<file path="config.mk">
export PLATFORM = sky130hd
export DESIGN_NAME = dmc_config
export DESIGN_NICKNAME = d
export VERILOG_FILES = /design/src/dmc_pkg.sv /design/src/dmc_sync2.sv /design/src/dmc_ramp.sv /design/src/dmc_config.sv
export SDC_FILE = /design/constraint.sdc
export NUM_CORES = 1
export LEC_CHECK = 0
export ABC_AREA = 1
export BUFFER_PORTS_ARGS = -buffer_cell sky130_fd_sc_hd__buf_2
export CORE_MARGIN = 4
export CORE_UTILIZATION = 50
export CTS_BUF_LIST = sky130_fd_sc_hd__clkbuf_16
export CTS_CLUSTER_DIAMETER = 40
export DETAILED_ROUTE_END_ITERATION = 10
export PLACE_DENSITY = 0.8
export SLEW_MARGIN = 20
export SYNTH_ARGS = -nofsm -noshare
export SYNTH_HDL_FRONTEND = slang
export SYNTH_HIERARCHICAL = 1
export SYNTH_SLANG_ARGS = --single-unit
export TNS_END_PERCENT = 100
</file>
<file path="constraint.sdc">
create_clock -name core_clk -period 6.05 [get_ports core_clk]
set_clock_uncertainty 0.15 [all_clocks]
set_input_delay 1.21 -clock core_clk [delete_from_list [all_inputs] [get_ports core_clk]]
set_output_delay 1.21 -clock core_clk [all_outputs]
set_load 0.02 [all_outputs]
</file>
<file path="src/dmc_pkg.sv">
// Package: constants, fields and types of the converter configuration loader
package dmc_pkg;
    // ****************************************
    // Register indices
    // ****************************************
    localparam logic [3:0] REG_MODE = 4'h2;
    localparam logic [3:0] REG_VOLMIX = 4'h3;
    localparam logic [3:0] REG_MUTE = 4'h4;
    localparam logic [3:0] REG_VOLA = 4'h5;
    localparam logic [3:0] REG_VOLB = 4'h6;
    localparam logic [3:0] REG_FILT = 4'h7;
    localparam logic [3:0] REG_MISC = 4'h8;
    localparam logic [3:0] REG_MISC2 = 4'h9;
    localparam int NUM_REGS = 16;
    // ****************************************
    // Reset values
    // ****************************************
    localparam logic [7:0] RST_MODE = 8'h00;
    localparam logic [7:0] RST_VOLMIX = 8'h09;
    localparam logic [7:0] RST_MUTE = 8'hC0;
    localparam logic [7:0] RST_VOL = 8'h00;
    localparam logic [7:0] RST_FILT = 8'hB0;
    localparam logic [7:0] RST_MISC = 8'h80;
    localparam logic [7:0] RST_ZERO = 8'h00;
    localparam logic [7:0] RST_PTR = 8'h00;
    // ****************************************
    // Field positions
    // ****************************************
    localparam int PTR_POINTER_AUTO_INCREMENT_BIT = 7;
    localparam int MISC_PDN_BIT = 7;
    localparam int MISC_CTRL_PORT_ENABLE_BIT = 6;
    localparam int MODE_SRC_BIT = 7;
    localparam int MODE_FMT_LSB = 4;
    localparam int MODE_DEM_LSB = 2;
    localparam int MUTE_AUTO_BIT = 6;
    localparam int FILTER_SELECT_BIT = 2;
    localparam int FILT_DIR_BIT = 0;
    localparam int MISC2_STATIC_BIT = 3;
    localparam int MISC2_INVALID_BIT = 2;
    localparam int MISC2_PMCLK_BIT = 1;
    localparam int MISC2_PMEN_BIT = 0;
    localparam logic [7:0] PTR_WMASK = 8'h8F;
    // ****************************************
    // Modes and formats
    // ****************************************
    localparam logic [1:0] SPEED_SINGLE = 2'h0;
    localparam logic [1:0] SPEED_DOUBLE = 2'h1;
    localparam logic [1:0] SPEED_QUAD = 2'h2;
    localparam logic [1:0] SPEED_STREAM = 2'h3;
    localparam logic [2:0] FMT_LJ24 = 3'h0;
    localparam logic [2:0] FMT_I2S24 = 3'h1;
    localparam logic [2:0] FMT_RJ16 = 3'h2;
    localparam logic [2:0] FMT_RJ24 = 3'h3;
    localparam logic [1:0] DEM_NONE = 2'h0;
    localparam logic [1:0] DEM_44K1 = 2'h2;
    localparam logic [7:0] OSR_SINGLE = 8'h80;
    localparam logic [7:0] OSR_DOUBLE = 8'h40;
    localparam logic [7:0] OSR_QUAD = 8'h20;
    // Volume in eighth-dB steps of attenuation; mute level is full scale down
    localparam logic [10:0] VOL_MUTE_EIGHTHS = 11'h400;
    localparam int PWRUP_WAIT_CYCLES = 262144;
    typedef enum logic [1:0] {
        DMC_RESET = 2'b00,
        DMC_WAIT = 2'b01,
        DMC_STRAP_RUN = 2'b11,
        DMC_PORT_RUN = 2'b10
    } dmc_state_t;
endpackage

</file>
<file path="src/dmc_sync2.sv">
// Two-flop synchroniser for a level from outside the clock domain
module dmc_sync2 #(
    parameter int WIDTH = 1
) (
    input wire logic core_clk,
    input wire logic rst_n,
    input wire logic [WIDTH-1:0] async_in,
    output logic [WIDTH-1:0] sync_out
);
    logic [WIDTH-1:0] meta_reg;
    always_ff @(posedge core_clk or negedge rst_n) begin
        if (!rst_n) begin
            meta_reg <= '0;
            sync_out <= '0;
        end else begin
            meta_reg <= async_in;
            sync_out <= meta_reg;
        end
    end
endmodule

</file>
<file path="src/dmc_ramp.sv">
// Soft volume ramp: eighth-dB step per frame, from mute to 0 dB
module dmc_ramp (
    input wire logic core_clk,
    input wire logic rst_n,
    input wire logic restart,
    input wire logic frame_tick,
    output logic [10:0] atten_eighths,
    output logic ramp_done
);
    logic [10:0] atten_reg;
    logic [10:0] atten_next;
    assign atten_next = restart ? dmc_pkg::VOL_MUTE_EIGHTHS :
        (frame_tick && atten_reg != 11'h000) ? atten_reg - 11'h001 : atten_reg;
    always_ff @(posedge core_clk or negedge rst_n) begin
        if (!rst_n) begin
            atten_reg <= dmc_pkg::VOL_MUTE_EIGHTHS;
        end else begin
            atten_reg <= atten_next;
        end
    end
    assign atten_eighths = atten_reg;
    assign ramp_done = (atten_reg == 11'h000);
endmodule

</file>
<file path="src/dmc_config.sv">
// Top: strap decode, power-up timing, control registers and pointer
// What this block does
// - Straps fmt_sel1:0 pick LJ24, I2S24, RJ16 or RJ24.
// - Straps speed_sel1:0 pick single, single+44.1k de-emphasis, double, quad.
// - Strap mode forces auto-mute, auto mute polarity and fast filter.
// - Strap mode ramps volume mute to 0 dB, eighth dB per frame.
// - Strap mode offers no stream, RJ18/20, clock divide, slow filter, volume.
// - Reset low returns all control registers to defaults.
// - After reset, stay low power, strap start after 2^18 clocks.
// - Setting ctrl_port_enable aborts strap start and defaults registers.
// - Host loads settings with power_down_bit set; clearing it powers up.
// - Missed enable starts strap mode; host keeps audio input at zero.
// - Port mode takes speed and format from register 2.
// - Register 4 mute polarity field overrides detected polarity.
// - Register 7 filter_select picks fast or slow filter.
// - In stream mode, format gives rate; pin select picks inputs.
// - bitstream_direct_path picks processed or direct stream path.
// - phase_mod_enable expects phase-modulated input; clock select chosen.
// - Stream fixes detect bad data; mute follows stream_automute.
// - One volume setting scales both PCM and stream outputs.
// - Port transfers are asynchronous to audio; host keeps pins static.
// - Pointer bit 7 selects fixed or auto-incrementing pointer.
// - Pointer bits 3:0 select the register, reset to zero.
// - Mute pins float in reset; level at release sets polarity.
// - Oversampling 128x single, 64x double, 32x quad.
module dmc_config #(
    parameter int PWRUP_WAIT = dmc_pkg::PWRUP_WAIT_CYCLES
) (
    input wire logic core_clk,
    input wire logic rst_n,
    input wire logic fmt_sel0_pin,
    input wire logic fmt_sel1_pin,
    input wire logic speed_sel0_pin,
    input wire logic speed_sel1_pin,
    input wire logic frame_clk,
    input wire logic [1:0] mute_drive_in,
    input wire logic mute_request,
    input wire logic stream_error,
    input wire logic byte_valid,
    input wire logic byte_first,
    input wire logic byte_read,
    input wire logic [7:0] byte_wdata,
    output logic [7:0] byte_rdata,
    output logic [1:0] mute_drive_out,
    output logic [1:0] mute_drive_oe,
    output logic powered_up,
    output logic port_mode,
    output logic [1:0] speed_mode,
    output logic [2:0] audio_format,
    output logic [1:0] deemph_sel,
    output logic [7:0] osr_ratio,
    output logic slow_filter,
    output logic bitstream_mode,
    output logic bitstream_pin_sel,
    output logic bitstream_direct,
    output logic phase_mod_en,
    output logic phase_mod_clk,
    output logic stream_fix_en,
    output logic [10:0] volume_atten
);
    // ****************************************
    // Reset and input synchronisers
    // ****************************************
    logic rst_meta_reg;
    logic rst_sync_n;
    always_ff @(posedge core_clk or negedge rst_n) begin
        if (!rst_n) begin
            rst_meta_reg <= 1'b0;
            rst_sync_n <= 1'b0;
        end else begin
            rst_meta_reg <= 1'b1;
            rst_sync_n <= rst_meta_reg;
        end
    end

    logic [3:0] straps_sync;
    logic frame_sync;
    logic [1:0] mute_sense_sync;
    // Raw reset: synced levels are settled by the first cycle after release
    dmc_sync2 #(.WIDTH(7)) u_sync (
        .core_clk(core_clk),
        .rst_n(rst_n),
        .async_in({speed_sel1_pin, speed_sel0_pin, fmt_sel1_pin, fmt_sel0_pin,
            frame_clk, mute_drive_in}),
        .sync_out({straps_sync, frame_sync, mute_sense_sync})
    );

    logic frame_prev_reg;
    logic frame_tick;
    always_ff @(posedge core_clk or negedge rst_sync_n) begin
        if (!rst_sync_n) begin
            frame_prev_reg <= 1'b0;
        end else begin
            frame_prev_reg <= frame_sync;
        end
    end
    assign frame_tick = frame_sync && !frame_prev_reg;

    // ****************************************
    // Register file and pointer
    // ****************************************
    logic [7:0] regs_reg [dmc_pkg::NUM_REGS];
    logic [7:0] ptr_reg;
    logic [7:0] ptr_next;
    logic [3:0] ptr_idx;
    logic ptr_pointer_auto_increment;
    logic data_wr;
    logic data_rd;
    logic ctrl_port_enable_set;
    logic [7:0] misc_reg;
    assign ptr_idx = ptr_reg[3:0];
    assign ptr_pointer_auto_increment = ptr_reg[dmc_pkg::PTR_POINTER_AUTO_INCREMENT_BIT];
    assign data_wr = byte_valid && !byte_read && !byte_first;
    assign data_rd = byte_valid && byte_read;
    assign misc_reg = regs_reg[dmc_pkg::REG_MISC];
    assign ctrl_port_enable_set = data_wr && ptr_idx == dmc_pkg::REG_MISC &&
        byte_wdata[dmc_pkg::MISC_CTRL_PORT_ENABLE_BIT] && !misc_reg[dmc_pkg::MISC_CTRL_PORT_ENABLE_BIT];

    // First byte of a write is the pointer; reserved bits dropped
    assign ptr_next = (byte_valid && byte_first && !byte_read) ?
        (byte_wdata & dmc_pkg::PTR_WMASK) :
        ((data_wr || data_rd) && ptr_pointer_auto_increment) ?
        {ptr_reg[7:4], ptr_idx + 4'h1} : ptr_reg;

    always_ff @(posedge core_clk or negedge rst_sync_n) begin
        if (!rst_sync_n) begin
            ptr_reg <= dmc_pkg::RST_PTR;
        end else begin
            ptr_reg <= ptr_next;
        end
    end

    function automatic logic [7:0] reg_default(input logic [3:0] idx);
        logic [7:0] v;
        v = dmc_pkg::RST_ZERO;
        case (idx)
            dmc_pkg::REG_MODE: v = dmc_pkg::RST_MODE;
            dmc_pkg::REG_VOLMIX: v = dmc_pkg::RST_VOLMIX;
            dmc_pkg::REG_MUTE: v = dmc_pkg::RST_MUTE;
            dmc_pkg::REG_VOLA: v = dmc_pkg::RST_VOL;
            dmc_pkg::REG_VOLB: v = dmc_pkg::RST_VOL;
            dmc_pkg::REG_FILT: v = dmc_pkg::RST_FILT;
            dmc_pkg::REG_MISC: v = dmc_pkg::RST_MISC;
            default: v = dmc_pkg::RST_ZERO;
        endcase
        return v;
    endfunction

    // Enable write defaults every other register and stores itself in the same cycle
    for (genvar g = 0; g < dmc_pkg::NUM_REGS; g++) begin : g_regs
        logic [7:0] reg_next;
        assign reg_next = (data_wr && ptr_idx == 4'(g)) ? byte_wdata :
            ctrl_port_enable_set ? reg_default(4'(g)) : regs_reg[g];
        always_ff @(posedge core_clk or negedge rst_sync_n) begin
            if (!rst_sync_n) begin
                regs_reg[g] <= reg_default(4'(g));
            end else begin
                regs_reg[g] <= reg_next;
            end
        end
    end

    always_ff @(posedge core_clk or negedge rst_sync_n) begin
        if (!rst_sync_n) begin
            byte_rdata <= 8'h00;
        end else if (data_rd) begin
            byte_rdata <= regs_reg[ptr_idx];
        end
    end

    // ****************************************
    // Power-up sequencing
    // ****************************************
    dmc_pkg::dmc_state_t state_reg;
    dmc_pkg::dmc_state_t state_next;
    logic [18:0] wait_cnt_reg;
    logic wait_done;
    logic ctrl_port_enable;
    logic power_down_bit;
    assign ctrl_port_enable = misc_reg[dmc_pkg::MISC_CTRL_PORT_ENABLE_BIT];
    assign power_down_bit = misc_reg[dmc_pkg::MISC_PDN_BIT];
    assign wait_done = (wait_cnt_reg >= 19'(PWRUP_WAIT - 1));

    always_comb begin
        state_next = state_reg;
        unique case (state_reg)
            dmc_pkg::DMC_RESET: state_next = dmc_pkg::DMC_WAIT;
            dmc_pkg::DMC_WAIT: begin
                if (ctrl_port_enable || ctrl_port_enable_set) begin
                    state_next = dmc_pkg::DMC_PORT_RUN;
                end else if (wait_done) begin
                    state_next = dmc_pkg::DMC_STRAP_RUN;
                end
            end
            dmc_pkg::DMC_STRAP_RUN: begin
                if (ctrl_port_enable) begin
                    state_next = dmc_pkg::DMC_PORT_RUN;
                end
            end
            dmc_pkg::DMC_PORT_RUN: state_next = dmc_pkg::DMC_PORT_RUN;
        endcase
    end

    always_ff @(posedge core_clk or negedge rst_sync_n) begin
        if (!rst_sync_n) begin
            state_reg <= dmc_pkg::DMC_RESET;
            wait_cnt_reg <= 19'h00000;
        end else begin
            state_reg <= state_next;
            if (state_reg == dmc_pkg::DMC_WAIT && !wait_done) begin
                wait_cnt_reg <= wait_cnt_reg + 19'h00001;
            end
        end
    end

    logic strap_on;
    logic port_on;
    assign strap_on = (state_reg == dmc_pkg::DMC_STRAP_RUN);
    assign port_on = (state_reg == dmc_pkg::DMC_PORT_RUN) && !power_down_bit;
    assign port_mode = (state_reg == dmc_pkg::DMC_PORT_RUN);
    assign powered_up = strap_on || port_on;

    // ****************************************
    // Mute polarity capture at reset release
    // ****************************************
    logic [1:0] mute_pol_reg;
    always_ff @(posedge core_clk or negedge rst_sync_n) begin
        if (!rst_sync_n) begin
            mute_pol_reg <= 2'b00;
        end else if (state_reg == dmc_pkg::DMC_RESET) begin
            mute_pol_reg <= mute_sense_sync;
        end
    end

    // ****************************************
    // Mode decode
    // ****************************************
    logic [7:0] mode_reg;
    logic [7:0] filt_reg;
    logic [7:0] mute_cfg;
    logic [7:0] misc2_reg;
    logic [1:0] strap_speed;
    logic [2:0] strap_fmt;
    logic [1:0] strap_dem;
    assign mode_reg = regs_reg[dmc_pkg::REG_MODE];
    assign filt_reg = regs_reg[dmc_pkg::REG_FILT];
    assign mute_cfg = regs_reg[dmc_pkg::REG_MUTE];
    assign misc2_reg = regs_reg[dmc_pkg::REG_MISC2];

    assign strap_fmt = straps_sync[1] ?
        (straps_sync[0] ? dmc_pkg::FMT_RJ24 : dmc_pkg::FMT_RJ16) :
        (straps_sync[0] ? dmc_pkg::FMT_I2S24 : dmc_pkg::FMT_LJ24);
    assign strap_speed = straps_sync[3] ?
        (straps_sync[2] ? dmc_pkg::SPEED_QUAD : dmc_pkg::SPEED_DOUBLE) :
        dmc_pkg::SPEED_SINGLE;
    assign strap_dem = (straps_sync[3:2] == 2'b01) ?
        dmc_pkg::DEM_44K1 : dmc_pkg::DEM_NONE;

    logic [1:0] speed_cur;
    assign speed_cur = port_mode ? mode_reg[1:0] : strap_speed;
    logic [1:0] speed_q;
    logic [2:0] fmt_q;
    logic [1:0] dem_q;
    logic [7:0] osr_q;
    always_ff @(posedge core_clk or negedge rst_sync_n) begin
        if (!rst_sync_n) begin
            speed_q <= dmc_pkg::SPEED_SINGLE;
            fmt_q <= dmc_pkg::FMT_LJ24;
            dem_q <= dmc_pkg::DEM_NONE;
            osr_q <= dmc_pkg::OSR_SINGLE;
        end else begin
            speed_q <= speed_cur;
            fmt_q <= port_mode ?
                mode_reg[dmc_pkg::MODE_FMT_LSB +: 3] : strap_fmt;
            dem_q <= port_mode ? mode_reg[dmc_pkg::MODE_DEM_LSB +: 2] : strap_dem;
            osr_q <= (speed_cur == dmc_pkg::SPEED_QUAD) ? dmc_pkg::OSR_QUAD :
                (speed_cur == dmc_pkg::SPEED_DOUBLE) ? dmc_pkg::OSR_DOUBLE :
                dmc_pkg::OSR_SINGLE;
        end
    end
    assign speed_mode = speed_q;
    assign audio_format = fmt_q;
    assign deemph_sel = dem_q;
    assign osr_ratio = osr_q;

    // Stream features only reachable in port mode
    logic in_stream;
    assign in_stream = port_mode && speed_q == dmc_pkg::SPEED_STREAM;
    assign bitstream_mode = in_stream;
    assign bitstream_pin_sel = in_stream && mode_reg[dmc_pkg::MODE_SRC_BIT];
    assign bitstream_direct = in_stream && filt_reg[dmc_pkg::FILT_DIR_BIT];
    assign phase_mod_en = in_stream && misc2_reg[dmc_pkg::MISC2_PMEN_BIT];
    assign phase_mod_clk = in_stream && misc2_reg[dmc_pkg::MISC2_PMCLK_BIT];
    assign stream_fix_en = in_stream && (misc2_reg[dmc_pkg::MISC2_STATIC_BIT] ||
        misc2_reg[dmc_pkg::MISC2_INVALID_BIT]);
    assign slow_filter = port_mode && filt_reg[dmc_pkg::FILTER_SELECT_BIT];

    // ****************************************
    // Volume ramp and mute drive
    // ****************************************
    logic restart_ramp;
    assign restart_ramp = !powered_up || (speed_cur != speed_q);
    dmc_ramp u_ramp (
        .core_clk(core_clk),
        .rst_n(rst_sync_n),
        .restart(restart_ramp),
        .frame_tick(frame_tick),
        .atten_eighths(volume_atten),
        .ramp_done()
    );

    logic mute_act;
    logic [1:0] pol_use;
    assign mute_act = !powered_up || mute_request ||
        (stream_fix_en && stream_error && mute_cfg[dmc_pkg::MUTE_AUTO_BIT]);
    assign pol_use = (port_mode && mute_cfg[1:0] != 2'b00) ?
        {mute_cfg[1], mute_cfg[1]} : mute_pol_reg;
    logic [1:0] mute_q;
    logic [1:0] mute_oe_q;
    always_ff @(posedge core_clk or negedge rst_sync_n) begin
        if (!rst_sync_n) begin
            mute_q <= 2'b00;
            mute_oe_q <= 2'b00;
        end else begin
            mute_q <= mute_act ? pol_use : ~pol_use;
            mute_oe_q <= (state_reg != dmc_pkg::DMC_RESET) ? 2'b11 : 2'b00;
        end
    end
    assign mute_drive_out = mute_q;
    assign mute_drive_oe = mute_oe_q;

    // ****************************************
    // Checks
    // ****************************************
    property p_strap_wait;
        @(posedge core_clk) disable iff (!rst_sync_n)
        (state_reg == dmc_pkg::DMC_WAIT && !ctrl_port_enable && !ctrl_port_enable_set && !wait_done)
            |=> state_reg != dmc_pkg::DMC_STRAP_RUN;
    endproperty
    a_strap_wait: assert property (p_strap_wait) else $error("early start");
    property p_ctrl_port_enable_abort;
        @(posedge core_clk) disable iff (!rst_sync_n)
        (state_reg == dmc_pkg::DMC_WAIT && ctrl_port_enable_set) |=> port_mode;
    endproperty
    a_ctrl_port_enable_abort: assert property (p_ctrl_port_enable_abort) else $error("no abort");
    property p_pdn_hold;
        @(posedge core_clk) disable iff (!rst_sync_n)
        (port_mode && power_down_bit) |-> !powered_up;
    endproperty
    a_pdn_hold: assert property (p_pdn_hold) else $error("powered with pdn");
    property p_ptr_fixed;
        @(posedge core_clk) disable iff (!rst_sync_n)
        (data_wr && !ptr_pointer_auto_increment) |=> ptr_idx == $past(ptr_idx);
    endproperty
    a_ptr_fixed: assert property (p_ptr_fixed) else $error("pointer moved");
    property p_ptr_pointer_auto_increment;
        @(posedge core_clk) disable iff (!rst_sync_n)
        (data_wr && ptr_pointer_auto_increment) |=> ptr_idx == $past(ptr_idx) + 4'h1;
    endproperty
    a_ptr_pointer_auto_increment: assert property (p_ptr_pointer_auto_increment) else $error("no increment");
    property p_ptr_rsv;
        @(posedge core_clk) disable iff (!rst_sync_n)
        ptr_reg[6:4] == 3'b000;
    endproperty
    a_ptr_rsv: assert property (p_ptr_rsv) else $error("reserved set");
    property p_strap_fast;
        @(posedge core_clk) disable iff (!rst_sync_n)
        !port_mode |-> !slow_filter && !bitstream_mode;
    endproperty
    a_strap_fast: assert property (p_strap_fast) else $error("strap feature");
    property p_osr;
        @(posedge core_clk) disable iff (!rst_sync_n)
        (speed_q == dmc_pkg::SPEED_DOUBLE) |-> osr_ratio == dmc_pkg::OSR_DOUBLE;
    endproperty
    a_osr: assert property (p_osr) else $error("ratio wrong");
    property p_strap_fmt;
        @(posedge core_clk) disable iff (!rst_sync_n)
        (!port_mode ##1 !port_mode) |-> audio_format == $past(strap_fmt);
    endproperty
    a_strap_fmt: assert property (p_strap_fmt) else $error("format decode");
endmodule

</file>
Word level (Yosys, flattened, before mapping) --
Index checks and enable logic that the tools add are counted.
Storage, ports and cells: flip-flop bits (word level) 214, input bits 22, output and inout port bits 47, word-level logic and storage cells 188
Cells by class: add/sub/neg operators 3, $lt $le $gt $ge 2, equal/unequal tests 25, multiplexer cells 46, bitwise operators 2, reductions and logical operators 76
Operators by type and width (number):
- $mux W8 | 26
- $reduce_bool A2 Y1 | 20
- $logic_and A1 B1 Y1 | 38
- $bmux W8 S4 | 1
- $eq A4 B4 Y1 const B | 8
- $mux W2 | 12
- $mux W11 | 2
- $add A19 B1 Y19 const B | 1
- $ge A19 B18 Y1 const B | 1
- $eq A4 B3 Y1 const B | 4
- $reduce_bool A11 Y1 | 1
- $sub A11 B1 Y11 const B | 1
- $eq A2 B2 Y1 const B | 4
- $eq A4 B2 Y1 const B | 2
- $pmux W2 S4 | 1
- $logic_not A1 Y1 | 7
- $logic_or A1 B1 Y1 | 7
- $eq A2 B1 Y1 const B | 3
- $ge A5 B5 Y1 const B | 1
- $not A4 Y5 | 1
- $add A4 B1 Y4 const B | 1
- $eq A4 B1 Y1 const B | 1
- $logic_not A4 Y1 | 1
- $mux W4 | 1
- other kinds (8) | 9

Longest topological paths before layout --
depth after elaboration 9, mapped depth 12, gate-level depth less buffers 10

Modules after synthesis --
The synthesis kept the hierarchy.
Modules (own cells, without submodules):
- dmc_config | instances 1, cells each 1241, area each 9126.3 um^2, sequential area each 4515.6 um^2
- dmc_ramp | instances 1, cells each 89, area each 693.2 um^2, sequential area each 276.5 um^2
- dmc_sync2 | instances 1, cells each 14, area each 350.3 um^2, sequential area each 350.3 um^2

Worst setup path before layout --
Ideal clock, no wire load.
path kind reg2out, start point register state_reg[1], end point output port stream_fix_en, data arrival time 1.347 ns, required time 4.690 ns, setup slack 3.343 ns, stages on the path, launching flop included 5, path buffers 0, path through dfrtp_1 > inv_1 > nor2_2 > nand3_1 > a21oi_1
Between the ends: word-level cells in the longest chain between the ends 3
RTL lines:
- from (decl) | RTL line dmc_config.sv:174 | dmc_pkg::dmc_state_t state_reg;
- from (signal assigned) | RTL line dmc_config.sv:206 | state_reg <= dmc_pkg::DMC_RESET;
- from (signal assigned) | RTL line dmc_config.sv:209 | state_reg <= state_next;
- $eq A2 B2 Y1 | RTL line dmc_config.sv:220 | assign port_mode = (state_reg == dmc_pkg::DMC_PORT_RUN);
- named net port_mode | RTL line dmc_config.sv:47 | output logic port_mode,
- $logic_and A1 B1 Y1 | RTL line dmc_config.sv:288 | assign in_stream = port_mode && speed_q == dmc_pkg::SPEED_STREAM;
- $logic_and A1 B1 Y1 | RTL line dmc_config.sv:294 | assign stream_fix_en = in_stream && (misc2_reg[dmc_pkg::MISC2_STATIC_BIT] ||
- to (decl) | RTL line dmc_config.sv:58 | output logic stream_fix_en,
The timed path passes the listed nets, and every way through them passes these cells.

Worst setup path in the final report --
start point input port byte_read, end point register regs_reg (netlist bit mode_reg[7])
Between the ends: word-level cells in the longest chain between the ends 7, elaborated cells on any way between the ends 9, classes of those cells mux: 1; reduce/logical: 8
RTL lines:
- from (decl) | RTL line dmc_config.sv:41 | input wire logic byte_read,
- $logic_not A1 Y1 * | RTL line dmc_config.sv:113 | assign data_wr = byte_valid && !byte_read && !byte_first;
- $logic_and A1 B1 Y1 * (2 in series) | RTL line dmc_config.sv:113
- $logic_and A1 B1 Y1 (2 in series) | RTL line dmc_config.sv:116 | assign ctrl_port_enable_set = data_wr && ptr_idx == dmc_pkg::REG_MISC &&
- $logic_and A1 B1 Y1 | RTL line dmc_config.sv:117 | byte_wdata[dmc_pkg::MISC_CTRL_PORT_ENABLE_BIT] && !misc_reg[dmc_pkg::MISC_CTRL_PORT_ENABLE_BIT];
- $reduce_bool A2 Y1 (no source line)
- to (signal, indexed assignment) | RTL line dmc_config.sv:156 | regs_reg[g] <= reg_default(4'(g));
- to (signal, indexed assignment) | RTL line dmc_config.sv:158 | regs_reg[g] <= reg_next;
- to (decl) | RTL line dmc_config.sv:102 | logic [7:0] regs_reg [dmc_pkg::NUM_REGS];
Mark *: on every way between the ends. The rest lies on a longest branch, timed or not. A chain may end at the register's enable or synchronous reset.

==> flow_summary.toml <==
[clock_network]
postCtsHoldBufs = 0
cts_buffer_depth = 3
cts_tree = "done"
ctsResizeCount = 0
clkTransAtPathRegs_ps = 60
root_buffer = "clkbuf_16"
cts.htree.levels = 1
clk_latency_ps = 530
cts_buffers = 28
post-cts-setup-buffer-count = 0
clock-sinks = 205

[final_layout]
finalNetCount = 1397
diodes = 0
synthToLayoutAreaGrowth_pct = 13.02
final_cells = 1653
fill_cells = 1732
largest_reg_flops = 88
multi_input_area_um2 = 4215
seq_area_um2 = 5147
drive_gt1_share_pct = 10.73

[routing]
first_iter_violations = 1035
drtAntennaViolNets = 0
routed_wl_um = 25700
route.vias.total = 8825
drtPass1Iterations = 6
wl_per_cell_um = 15.55
via_per_inst = 5.339
drc = 0

[worst_setup_path]
cp_top_family = "simple AND/OR/NAND/NOR gates"
crit_arrival_ps = 3830
endpoint_kind = "flop"
cp-start-kind = "primary input"
cp_num_buf_inv = 4
cp_common_cell = "inv_1"
crit_path_top_delay_cell = "nand3_4"
cp_cell_sequence = "buf_2, inv_1, nand2_1, nor2_1, inv_1, nor2_2, nand3_4, buf_4, nand3_1, o21ai_0"
path_max_fanout = 66
path_class = "primary input to flop"
cp.required_ps = 6280
critical_path.max_stage_delay_ps = 720

[die]
rows = 51
dieArea_um2 = 22670
die_y_um = 150.6
core_um2 = 19720
pin_count = 69
initial_core_util_pct = 51.55
die_x_um = 150.6

[power]
pwr-share-seq_pct = 37.6
p_sw_w = 0.002102
combPwrFrac_pct = 31.8
power_w = 0.005604
sw_frac_of_total_pct = 37.52
internal_power_w = 0.003502
ir_drop_uv = 270.7
power_frac_clock_pct = 30.6
power.density_nw_per_um2 = 487.8
leakage_nw = 6.055

[run]
maxCapViolations = 0

[synth]
avgSynthCellArea_um2 = 7.569
synth_area_um2 = 10160
yosysWarningCount = 6
netlist_instances = 1343

[sta]
hold_viol = 0
rsz0062_at_grt = "false"
finalCritPeriodShare_pct = 59.61
tightest_slew_ps = 1016
finalWorstSetupSlack_ps = 2443
finalMaxSlewViolations = 0
relSlewSlack_pct = 32.27
fin_setup_tns_ps = 0
setup_viol = 0
min_period_ps = 3607
fmax_ghz = 0.2773

[grt]
overflow = 0
antenna_found_initial = 0
grt_usage_pct = 22.87
grt_start_max_net_pins = 166
first_global_vias = 8373
grt_pass1_wl_um = 41970

[worst_hold_path]
hold_path_class = "flop to asynchronous set/reset pin"

[placed_design]
dpl.hpwl_um = 16220
pre_cts_ws_ps = 1988
place_congestion = 0.8468
port_buffers = 63
dp.cells = 1602

[status]
status = "finished clean"
## final cells by class
class                           instances  area share [%]
Sequential cell                       205           44.81
Multi-Input combinational cell        947           36.69
Clock buffer                           29           6.317
Inverter                              117           3.823
Timing Repair Buffer                   68           3.180
Tap cell                              265           2.886
Clock inverter                         22           2.298
## metrics by stage
| step | instance area (µm²) | utilization (%) | hold WS [ps] |
|---|---|---|---|
| 6_report | 11490 | 58.27 | 94.01 |
| 5_1_grt | 11490 | 58.27 | 131.0 |
| 4_1_cts | 11490 | 58.27 | 105.8 |
| 3_5_place_dp | 10500 | 53.25 | 99.50 |
| 3_3_place_gp | 10500 | 53.25 | 96.05 |
| 2_1_floorplan | 10180 | - | 181.2 |
## worst paths after layout
kind	slack (ps)	to	from	cells past startpoint
min reg2reg	90	mute_drive_out[1]	rst_sync_n	0
max reg2reg	2530	mode_reg[7]	ptr_reg[1]	8
min	90	mute_drive_out[1]	rst_sync_n	0
max in group asynchronous	4360	ptr_reg[0]	rst_sync_n	1
max	2440	mode_reg[7]	byte_read	10
min in group core_clk	200	u_sync/sync_out[6]	u_sync/meta_reg[6]	0
## layout by cell type, fill, tap and decap left out, drive strengths merged
master and instances:
nor2 132, xnor2 7, buf 68, a21oi 5
clkinv 12, clkbuf 29, dfrtp 195, dfstp 10
o21ai 81, nand4 7, bufinv 5, clkinvlp 4
ha 8, nor3 2, o221ai 1, o21bai 2
inv 118, nand3b 3, conb 6, nand3 174
xor2 14, and2 1, nand2 498, o211ai 5
o31ai 1
## power groups by stage
stage | logic (W) | registers, W | clock network (W)
final | 0.00178 | 0.00211 | 0.00171
after global routing | 0.00202 | 0.00216 | 0.00179
after floorplan | 0.00122 | 0.00215 | 0
after global placement | 0.00170 | 0.00210 | 0
after CTS | 0.00178 | 0.00210 | 0.00174
after detailed placement | 0.00175 | 0.00212 | 0
## metal layers
layer / GRT usage, % / vias to the layer above / part of all wire [%]
li1: - / 4232 / -
met1: 31.59 / 4163 / 43
met2: 36.67 / 360 / 46
met3: 4.154 / 70 / 7.7
met4: 7.661 / 0 / 2.8
met5: 0 / - / 0
## worst reg2reg max path: stages, from the launching register on
cell and delay [ps]:
dfrtp_1 760, clkinv_1 190, ha_1 200, nand2_1 80, nor2_2 420, nand3_4 720
buf_4 590, nand3_1 140, o21ai_0 120
No activity file was read; power rests on OpenSTA's default activity.
